<file path="src/haptic_seq_pkg.sv">
// constants, modes and states of the haptic channel sequencer
package haptic_seq_pkg;
  // --------------------------------------------------------------------
  // clock and timing
  // --------------------------------------------------------------------
  localparam int CLK_HZ = 100_000_000;
  localparam int MS_PER_S = 1000;
  localparam int MS_CYCLES = CLK_HZ / MS_PER_S;
  localparam int MS_W = 11;
  localparam logic [MS_W-1:0] PLAY_LONG_MS = 11'h7d0;
  localparam logic [MS_W-1:0] STEP_MS = 11'h1f4;
  localparam logic [MS_W-1:0] PULSE_MS = 11'h064;

  // --------------------------------------------------------------------
  // port expander, channel switch and haptic driver addresses
  // --------------------------------------------------------------------
  localparam logic [6:0] EXP_ADDR = 7'h20;
  localparam logic [7:0] EXP_REG_OUT = 8'h01;
  localparam logic [7:0] EXP_REG_DIR = 8'h03;
  localparam logic [7:0] EXP_OUT_RESET = 8'h00;
  localparam logic [6:0] SW_ADDR = 7'h70;
  localparam logic [6:0] DRV_ADDR = 7'h5a;
  localparam logic [7:0] DRV_REG_MODE = 8'h01;
  localparam logic [7:0] DRV_REG_RTP = 8'h02;
  localparam logic [7:0] DRV_REG_FB = 8'h1a;
  localparam logic [7:0] DRV_MODE_INT_TRIG = 8'h00;
  localparam logic [7:0] DRV_MODE_RTP = 8'h05;
  localparam logic [7:0] FB_ERM = 8'h36;
  localparam logic [7:0] FB_LRA = 8'hb6;
  localparam logic [7:0] RTP_MAG = 8'h7f;

  // --------------------------------------------------------------------
  // driver groups and demonstration modes
  // --------------------------------------------------------------------
  localparam logic [7:0] GRP_ALL = 8'hff;
  localparam logic [7:0] GRP_ERM = 8'h0f;
  localparam logic [7:0] GRP_LRA = 8'hf0;
  localparam logic [2:0] M_ALL = 3'h0;
  localparam logic [2:0] M_ERM_SIM = 3'h1;
  localparam logic [2:0] M_LRA_SIM = 3'h2;
  localparam logic [2:0] M_ERM_SEQ = 3'h3;
  localparam logic [2:0] M_LRA_SEQ = 3'h4;
  localparam logic [2:0] MODE_RESET = M_LRA_SEQ;
  localparam logic [1:0] LAST_IDX = 2'h3;

  typedef enum logic [3:0] {
    S_BOOT = 4'h0,
    S_IDLE = 4'h1,
    S_DIR = 4'h3,
    S_OUT = 4'h2,
    S_SW = 4'h6,
    S_INIT = 4'h7,
    S_RTPV = 4'h5,
    S_RTPM = 4'h4,
    S_WAIT = 4'hc,
    S_STOP = 4'hd,
    S_CHAN = 4'hf,
    S_GROUP = 4'he
  } seq_state_t;
endpackage

</file>
<file path="src/ms_timer_if.sv">
// load and done signals between the sequencer and its millisecond timer
interface ms_timer_if;
  import haptic_seq_pkg::*;
  logic load;
  logic [MS_W-1:0] ms;
  logic done;
  modport ctl (output load, output ms, input done);
  modport tmr (input load, input ms, output done);
endinterface

</file>
<file path="src/haptic_channel_sequencer.sv">
// demonstration sequencer for eight haptic drivers behind a channel switch
// What this block does
// - each button press while idle steps to next of five modes, wrapping around
// - mode one enables all eight drivers and connects all channels
// - modes two/three enable group, send ERM or LRA init, play magnitude 0x7F
// - modes two/three play two seconds, then internal trigger stops it
// - modes four/five play each driver in turn for 500 ms
// - then 100 ms off, then 100 ms pulse on all four drivers
// - after reset buttons are live and USB command mode is off
// - user switch enters USB mode, lights LED, buttons then ignored
// - USB mode is left only by reset
// - expander outputs drive the driver enables, one port per driver
// - direction register 0x03, a zero bit makes that port an output
// - register 0x01 sets each output port level bit by bit
// - expander output levels start at zero, drivers start disabled
// - switch takes a single selection byte, any channel combination
// - switch keeps the last byte; no register byte is sent, the reg field repeats the value
module haptic_channel_sequencer
  import haptic_seq_pkg::*;
#(
  parameter int TICK_CYCLES = MS_CYCLES
) (
  input wire logic i_core_clk,            // 100 MHz system clock
  input wire logic i_rst,                 // synchronous reset, high
  input wire logic i_second_touch_button, // touch button pin, high pressed
  input wire logic i_usb_entry_switch,    // user switch pin, high pressed
  input wire logic i_i2c_done,            // i2c master finished a write
  output logic o_i2c_req,                 // write request to i2c master
  output logic [6:0] o_i2c_addr,          // 7-bit slave address
  output logic o_i2c_has_reg,             // register byte is sent
  output logic [7:0] o_i2c_reg,           // register byte
  output logic [7:0] o_i2c_data,          // data byte
  output logic o_usb_mode_indicator,      // led, high in usb mode
  output logic o_touch_enabled,           // buttons are accepted
  output logic o_busy,                    // a sequence is running
  output logic [2:0] o_mode               // current demonstration mode
);
  // ----------------------------------------------------------------------
  // declarations
  // ----------------------------------------------------------------------
  ms_timer_if tif ();
  logic btn_s1_q, btn_s2_q, btn_s3_q;
  logic usw_s1_q, usw_s2_q, usw_s3_q;
  logic btn_press, usw_press, press_acc, adv;
  seq_state_t state_q, state_d, wnext_q, wnext_d;
  logic [2:0] mode_q, mode_d;
  logic [1:0] idx_q, idx_d;
  logic pulse_q, pulse_d;
  logic usb_q, usb_d;
  logic req_q, req_d, has_reg_q, has_reg_d;
  logic [6:0] addr_q, addr_d;
  logic [7:0] reg_q, reg_d, data_q, data_d;
  logic busy_q, busy_d;
  logic touch_q, touch_d;
  logic seq_mode, lra_mode;
  logic [7:0] grp, chan;
  logic [MS_W-1:0] ld_ms;
  logic ld;

  // ----------------------------------------------------------------------
  // pin synchronisers and press edges
  // ----------------------------------------------------------------------
  always_ff @(posedge i_core_clk) begin
    if (i_rst) begin
      btn_s1_q <= 1'b0;
      btn_s2_q <= 1'b0;
      btn_s3_q <= 1'b0;
      usw_s1_q <= 1'b0;
      usw_s2_q <= 1'b0;
      usw_s3_q <= 1'b0;
    end else begin
      btn_s1_q <= i_second_touch_button;
      btn_s2_q <= btn_s1_q;
      btn_s3_q <= btn_s2_q;
      usw_s1_q <= i_usb_entry_switch;
      usw_s2_q <= usw_s1_q;
      usw_s3_q <= usw_s2_q;
    end
  end

  assign btn_press = btn_s2_q && !btn_s3_q;
  assign usw_press = usw_s2_q && !usw_s3_q;
  // buttons count only when live and no sequence runs
  assign press_acc = btn_press && !usb_q && state_q == S_IDLE;
  assign adv = req_q && i_i2c_done;

  // ----------------------------------------------------------------------
  // mode decode: driver group, single channel, actuator kind
  // ----------------------------------------------------------------------
  assign seq_mode = (mode_q == M_ERM_SEQ) || (mode_q == M_LRA_SEQ);
  assign lra_mode = (mode_q == M_LRA_SIM) || (mode_q == M_LRA_SEQ);
  always_comb begin
    unique case (mode_q)
      M_ALL: grp = GRP_ALL;
      M_ERM_SIM, M_ERM_SEQ: grp = GRP_ERM;
      default: grp = GRP_LRA;
    endcase
  end
  // one selection bit per channel, within the group
  assign chan = 8'h01 << {lra_mode, idx_q};

  // ----------------------------------------------------------------------
  // sequence state machine and mode stepping
  // ----------------------------------------------------------------------
  always_comb begin
    state_d = state_q;
    wnext_d = wnext_q;
    mode_d = mode_q;
    idx_d = idx_q;
    pulse_d = pulse_q;
    ld = 1'b0;
    ld_ms = PLAY_LONG_MS;
    unique case (state_q)
      S_BOOT: if (adv) state_d = S_IDLE;
      S_IDLE: begin
        if (press_acc) begin
          // five modes in fixed order, wrapping
          mode_d = (mode_q == M_LRA_SEQ) ? M_ALL : mode_q + 3'h1;
          idx_d = 2'h0;
          pulse_d = 1'b0;
          state_d = S_DIR;
        end
      end
      S_DIR: if (adv) state_d = S_OUT;
      S_OUT: if (adv) state_d = S_SW;
      S_SW: begin
        if (adv) begin
          state_d = (mode_q == M_ALL) ? S_IDLE : S_INIT;
        end
      end
      S_INIT: if (adv) state_d = S_RTPV;
      S_RTPV: if (adv) state_d = seq_mode ? S_CHAN : S_RTPM;
      S_CHAN: if (adv) state_d = S_RTPM;
      S_RTPM: begin
        if (adv) begin
          ld = 1'b1;
          if (!seq_mode) begin
            ld_ms = PLAY_LONG_MS;
          end else if (pulse_q) begin
            ld_ms = PULSE_MS;
          end else begin
            ld_ms = STEP_MS;
          end
          wnext_d = S_STOP;
          state_d = S_WAIT;
        end
      end
      S_WAIT: if (tif.done) state_d = wnext_q;
      S_STOP: begin
        if (adv) begin
          if (!seq_mode || pulse_q) begin
            state_d = S_IDLE;
          end else if (idx_q != LAST_IDX) begin
            idx_d = idx_q + 2'h1;
            state_d = S_CHAN;
          end else begin
            state_d = S_GROUP;
          end
        end
      end
      S_GROUP: begin
        if (adv) begin
          // all four connected and out of playback for the gap
          ld = 1'b1;
          ld_ms = PULSE_MS;
          pulse_d = 1'b1;
          wnext_d = S_RTPM;
          state_d = S_WAIT;
        end
      end
      default: state_d = S_IDLE;
    endcase
  end

  assign tif.load = ld;
  assign tif.ms = ld_ms;

  // ----------------------------------------------------------------------
  // usb command mode: entered by switch, left only by reset
  // ----------------------------------------------------------------------
  always_comb begin
    usb_d = usb_q || usw_press;
    touch_d = !usb_d;
    busy_d = (state_d != S_IDLE);
  end

  // ----------------------------------------------------------------------
  // write command for the i2c master, held until it is done
  // ----------------------------------------------------------------------
  always_comb begin
    req_d = 1'b1;
    addr_d = DRV_ADDR;
    has_reg_d = 1'b1;
    reg_d = DRV_REG_MODE;
    data_d = DRV_MODE_RTP;
    unique case (state_q)
      S_BOOT: begin
        addr_d = EXP_ADDR;
        reg_d = EXP_REG_OUT;
        data_d = EXP_OUT_RESET;
      end
      S_DIR: begin
        addr_d = EXP_ADDR;
        reg_d = EXP_REG_DIR;
        data_d = ~grp;
      end
      S_OUT: begin
        addr_d = EXP_ADDR;
        reg_d = EXP_REG_OUT;
        data_d = grp;
      end
      S_SW, S_GROUP: begin
        addr_d = SW_ADDR;
        has_reg_d = 1'b0;
        reg_d = grp;
        data_d = grp;
      end
      S_CHAN: begin
        addr_d = SW_ADDR;
        has_reg_d = 1'b0;
        reg_d = chan;
        data_d = chan;
      end
      S_INIT: begin
        reg_d = DRV_REG_FB;
        data_d = lra_mode ? FB_LRA : FB_ERM;
      end
      S_RTPV: begin
        reg_d = DRV_REG_RTP;
        data_d = RTP_MAG;
      end
      S_RTPM: data_d = DRV_MODE_RTP;
      S_STOP: data_d = DRV_MODE_INT_TRIG;
      default: req_d = 1'b0;
    endcase
    if (adv || !req_d || (state_q != state_d)) begin
      req_d = 1'b0;
    end
  end

  // ----------------------------------------------------------------------
  // registers
  // ----------------------------------------------------------------------
  always_ff @(posedge i_core_clk) begin
    if (i_rst) begin
      state_q <= S_BOOT;
      wnext_q <= S_IDLE;
      mode_q <= MODE_RESET;
      idx_q <= 2'h0;
      pulse_q <= 1'b0;
      usb_q <= 1'b0;
      touch_q <= 1'b1;
      busy_q <= 1'b1;
      req_q <= 1'b0;
      addr_q <= 7'h00;
      has_reg_q <= 1'b0;
      reg_q <= 8'h00;
      data_q <= 8'h00;
    end else begin
      state_q <= state_d;
      wnext_q <= wnext_d;
      mode_q <= mode_d;
      idx_q <= idx_d;
      pulse_q <= pulse_d;
      usb_q <= usb_d;
      touch_q <= touch_d;
      busy_q <= busy_d;
      req_q <= req_d;
      addr_q <= addr_d;
      has_reg_q <= has_reg_d;
      reg_q <= reg_d;
      data_q <= data_d;
    end
  end

  // ----------------------------------------------------------------------
  // outputs
  // ----------------------------------------------------------------------
  assign o_i2c_req = req_q;
  assign o_i2c_addr = addr_q;
  assign o_i2c_has_reg = has_reg_q;
  assign o_i2c_reg = reg_q;
  assign o_i2c_data = data_q;
  assign o_usb_mode_indicator = usb_q;
  assign o_touch_enabled = touch_q;
  assign o_busy = busy_q;
  assign o_mode = mode_q;

  // millisecond timer for playback lengths
  ms_timer #(
    .TICK_CYCLES(TICK_CYCLES)
  ) u_timer (
    .i_core_clk(i_core_clk),
    .i_rst(i_rst),
    .tif(tif)
  );
endmodule

</file>
<file path="src/ms_timer.sv">
// millisecond tick divider and countdown timer
module ms_timer
  import haptic_seq_pkg::*;
#(
  parameter int TICK_CYCLES = MS_CYCLES
) (
  input wire logic i_core_clk, // system clock
  input wire logic i_rst,      // synchronous reset
  ms_timer_if.tmr tif          // load and done
);
  logic [31:0] div_q, div_d;
  logic [MS_W-1:0] cnt_q, cnt_d;
  logic done_q, done_d;
  logic tick;

  assign tick = (div_q == 32'(TICK_CYCLES - 1));
  assign tif.done = done_q;

  // --------------------------------------------------------------------
  // divider restarts on load so each wait is whole milliseconds
  // --------------------------------------------------------------------
  always_comb begin
    div_d = tick ? 32'h0 : div_q + 32'h1;
    cnt_d = cnt_q;
    done_d = 1'b0;
    if (tif.load) begin
      div_d = 32'h0;
      cnt_d = tif.ms;
    end else if (tick && cnt_q != '0) begin
      cnt_d = cnt_q - 1'b1;
      done_d = (cnt_q == 11'h1);
    end
  end

  // registers of the timer
  always_ff @(posedge i_core_clk) begin
    if (i_rst) begin
      div_q <= 32'h0;
      cnt_q <= '0;
      done_q <= 1'b0;
    end else begin
      div_q <= div_d;
      cnt_q <= cnt_d;
      done_q <= done_d;
    end
  end
endmodule

</file>
<file path="config.mk">
export PLATFORM = sky130hd
export DESIGN_NAME = haptic_channel_sequencer
export DESIGN_NICKNAME = d
export VERILOG_FILES = /design/src/haptic_seq_pkg.sv /design/src/ms_timer_if.sv /design/src/haptic_channel_sequencer.sv /design/src/ms_timer.sv
export SDC_FILE = /design/constraint.sdc
export NUM_CORES = 1
export LEC_CHECK = 0
export BUFFER_PORTS_ARGS = -buffer_cell sky130_fd_sc_hd__buf_2
export CAP_MARGIN = 20
export CORE_ASPECT_RATIO = 0.5
export CORE_MARGIN = 3
export CORE_UTILIZATION = 45
export CTS_CLUSTER_DIAMETER = 30
export DETAILED_ROUTE_END_ITERATION = 7
export HOLD_SLACK_MARGIN = 0.06
export PLACE_DENSITY_LB_ADDON = 0.2
export RECOVER_POWER = 25
export SETUP_SLACK_MARGIN = 0.05
export SLEW_MARGIN = 25
export SYNTH_ARGS = -nofsm -noshare
export SYNTH_HDL_FRONTEND = slang
export SYNTH_SLANG_ARGS = --single-unit
</file>
<file path="constraint.sdc">
create_clock -name i_core_clk -period 2.78 [get_ports i_core_clk]
set_input_delay 0.556 -clock i_core_clk [delete_from_list [all_inputs] [get_ports i_core_clk]]
set_output_delay 0.556 -clock i_core_clk [all_outputs]
set_load 0.01 [all_outputs]
</file>
==> run_results.csv <==
group,metric,value,unit
sta,slew-limit-headroom,0.3079,
synth,synth_cells,528,
synth,synth-seq-area-share,0.4030,
placement,post-place-cells,665,
detailed_routing,dr.max_layer_used,"met4",
clock_tree,cts.root.buffer_cell,"sky130_fd_sc_hd__clkbuf_16",
floorplanning,fp-row-count,24,
sta,finalCriticalPeriod,2289,ps
floorplanning,design.die.area,10890,sq um
detailed_routing,drcViolationCount,0,
sta,timing_hold_violations_final,0,
worst_setup_path,timing.critical_path.fanout_max,8,
placement,port-buffer-count,33,
layout,final_net_count,576,
placement,post-dp-hpwl,6997,um
synth,netlist-cell-type-count,62,
synth,post-synth-top-area-cell,"sky130_fd_sc_hd__dfxtp_1",
synth,cells_taking_the_most_area_after_synthesis,"sky130_fd_sc_hd__dfxtp_1, sky130_fd_sc_hd__nor2_1, sky130_fd_sc_hd__nand2_1",
detailed_routing,num_vias,3755,
power_and_ir_drop,power.ir.vdd_worst,0.3514,mV
detailed_routing,routedWlPerCell,14.60,um
layout,final_cells,681,
run,cap_viol_max_count,0,
sta,timing_limited_maximum_frequency,436.9,MHz
synth,synth.top_cells.by_count,"sky130_fd_sc_hd__dfxtp_1, sky130_fd_sc_hd__nor2_1, sky130_fd_sc_hd__nand2_1",
clock_tree,cts.htree.levels,3,
sta,worst_clock_skew,4.534,ps
worst_setup_path,cp-start-kind,"flop",
floorplanning,initial_core_util,0.4797,
worst_setup_path,timing.critical_path.arrival,2480,ps
clock_tree,cts_max_path_buffers,2,
power_and_ir_drop,cellPowerDensity,531.7,nW/um^2
global_route,vias_in_the_first_global_route,3488,
layout,largest_reg_flops,32,
detailed_routing,total_routed_wire_length_on_the_met1_layer,4956,um
synth,yosys.area.top_type_share,0.4030,
detailed_routing,detailedRoute.firstIterationViolations,194,
sta,final_cycle_utilization_of_the_critical_path,0.8233,
floorplanning,floorplan.die.height,75.30,um
global_route,antenna_found_initial,0,
detailed_routing,drt_first_pass_iters,4,
layout,antennaDiodeCount,0,
worst_setup_path,cp.required,2970,ps
detailed_routing,dr_wl_met3,434,um
clock_tree,clk_pin_slew_worst_paths,60,ps
floorplanning,die-width,144.6,um
synth,synth.ff_latch_count,87,
floorplanning,fp.coreArea,9009,sq um
global_route,grt_pass1_wl,16710,um
sta,setup_violations,0,
outcome,outcome,"completed",
detailed_routing,routed_via_density,5.514,
clock_tree,insertion_delay,340,ps
layout,area_growth,13.52,%
detailed_routing,detail_route.wirelength,9946,um
clock_tree,clock_tree_from_tritoncts,"done",
global_route,grt_overflow_total,0,
worst_setup_path,timing_worst_setup_path_type,"flop to flop",
clock_tree,postCtsHoldBufs,0,
global_route,grt_use_total,0.1922,
synth,netlist_area,4322,sq um
synth,synth_area_per_cell,8.185,sq um
power_and_ir_drop,static_leakage,1.826,nW
layout,fill_cells,897,
sta,totalNegativeSetupSlack,0,ps
floorplanning,floorplan.io_pins,36,
clock_tree,tritoncts_num_sinks,87,
layout,drive_above_1_share,0.09397,
worst_hold_path,min_path_type,"input pin to flop",
layout,reg.largest.list,"u_timer.div_q x32, u_timer.cnt_q x11",
synth,synth_warnings,0,
detailed_routing,ant_nets,0,
sta,final_report_max_slew_violation_count,0,
clock_tree,cts_setup_buffers,0,
clock_tree,post_cts_resized,0,
global_route,maximum_number_of_pins_on_one_net_before_global_route_repair,28,
sta,worst_slew_pin_slew,1038,ps
synth,async_flop_share,0,
layout,top_register,"u_timer.div_q",
synth,synth_enable_flop_cells,0,
synth,post-synth-top-count-cell,"sky130_fd_sc_hd__dfxtp_1",
synth,synth-main-ff-cell,"sky130_fd_sc_hd__dfxtp_1",
worst_setup_path,cp-end-kind,"flop",
clock_tree,cts-buffers-inserted,9,
sta,grt_setup_unrepaired,"false",
detailed_routing,dr_wl_met2,4429,um
placement,place_congestion,0.9195,
## worst max-delay path, stage by stage (launching register included)
cell                      delay (ps)
sky130_fd_sc_hd__dfxtp_1         420
sky130_fd_sc_hd__inv_1            90
sky130_fd_sc_hd__ha_1            300
sky130_fd_sc_hd__mux2i_1         480
sky130_fd_sc_hd__nor2_1          110
sky130_fd_sc_hd__o21ba_2         230
sky130_fd_sc_hd__o32ai_1         360
sky130_fd_sc_hd__nand4_1         160
## cells by family after synthesis
kind of cell / share of synthesized area
other cells: 0.0008677
xor+xnor: 0.06080
buf+inv: 0.05009
mux: 0.01650
flops: 0.4030
compound gates: 0.1465
fa+ha+maj: 0.03474
simple gates: 0.2875
## power by group
group | internal, mW | switching (mW)
Sequential | 1.27 | 0.0146
Combinational | 0.0433 | 0.0717
Clock | 0.723 | 0.490
## cells in the final DEF (no fill, tap or decap), types with 8 or more instances in the layout
cell,instances
sky130_fd_sc_hd__dfxtp_1,87
sky130_fd_sc_hd__nor2_1,67
sky130_fd_sc_hd__nand2_1,47
sky130_fd_sc_hd__a21oi_1,26
sky130_fd_sc_hd__nand3_1,25
sky130_fd_sc_hd__inv_1,24
sky130_fd_sc_hd__nand4_1,22
sky130_fd_sc_hd__clkbuf_1,21
sky130_fd_sc_hd__nor3_1,16
sky130_fd_sc_hd__a31oi_1,15
sky130_fd_sc_hd__xnor2_1,15
sky130_fd_sc_hd__xor2_1,15
sky130_fd_sc_hd__nor4_1,14
sky130_fd_sc_hd__nor2b_1,13
sky130_fd_sc_hd__o21ai_0,13
sky130_fd_sc_hd__buf_2,13
sky130_fd_sc_hd__ha_1,12
sky130_fd_sc_hd__buf_4,12
sky130_fd_sc_hd__clkbuf_16,9
sky130_fd_sc_hd__nand2b_1,8
## per-stage QoR
step | power, mW | util | hold slack (ps) | instance area (sq um) | worst slack, ps
CTS | 2.650 | 0.5478 | 417.3 | 4935 | 496.6
floorplan | 1.389 | - | 413.8 | 4325 | 760.9
global route | 2.715 | 0.5446 | 423.8 | 4906 | 280.8
detailed placement | 1.426 | 0.5138 | 430.1 | 4628 | 519.9
global placement | 1.425 | 0.5138 | 416.2 | 4628 | 575.0
finish | 2.608 | 0.5446 | 428.1 | 4906 | 491.3
## layout make-up
type / count / area [sq um] / area share
flip-flops and latches: 87 / 1742 / 0.3550
clock buffers: 10 / 239.0 / 0.04871
repair buffers: 47 / 254.0 / 0.05177
well taps: 117 / 146.4 / 0.02984
clock inverters: 6 / 67.56 / 0.01377
multi-input cells: 390 / 2367 / 0.4825
inverters: 24 / 90.09 / 0.01836
## final timing paths
kind / to / slack [ps] / cells past startpoint / start
min: btn_s1_q$_SDFF_PP0_ / 430 / 2 / i_second_touch_button
max reg2reg: o_busy$_SDFF_PP1_ / 490 / 7 / o_mode[0]$_SDFFE_PP0P_
min reg2reg: btn_s2_q$_SDFF_PP0_ / 440 / 1 / btn_s1_q$_SDFF_PP0_
max: o_busy$_SDFF_PP1_ / 490 / 7 / o_mode[0]$_SDFFE_PP0P_
## per-layer routing
metal / vias up / track usage
li1: 1938 / -
met1: 1734 / 0.2466
met2: 72 / 0.3188
met3: 11 / 0.05392
met4: 0 / 0.06412
met5: - / 0
No activity file was read; power rests on OpenSTA's default activity.
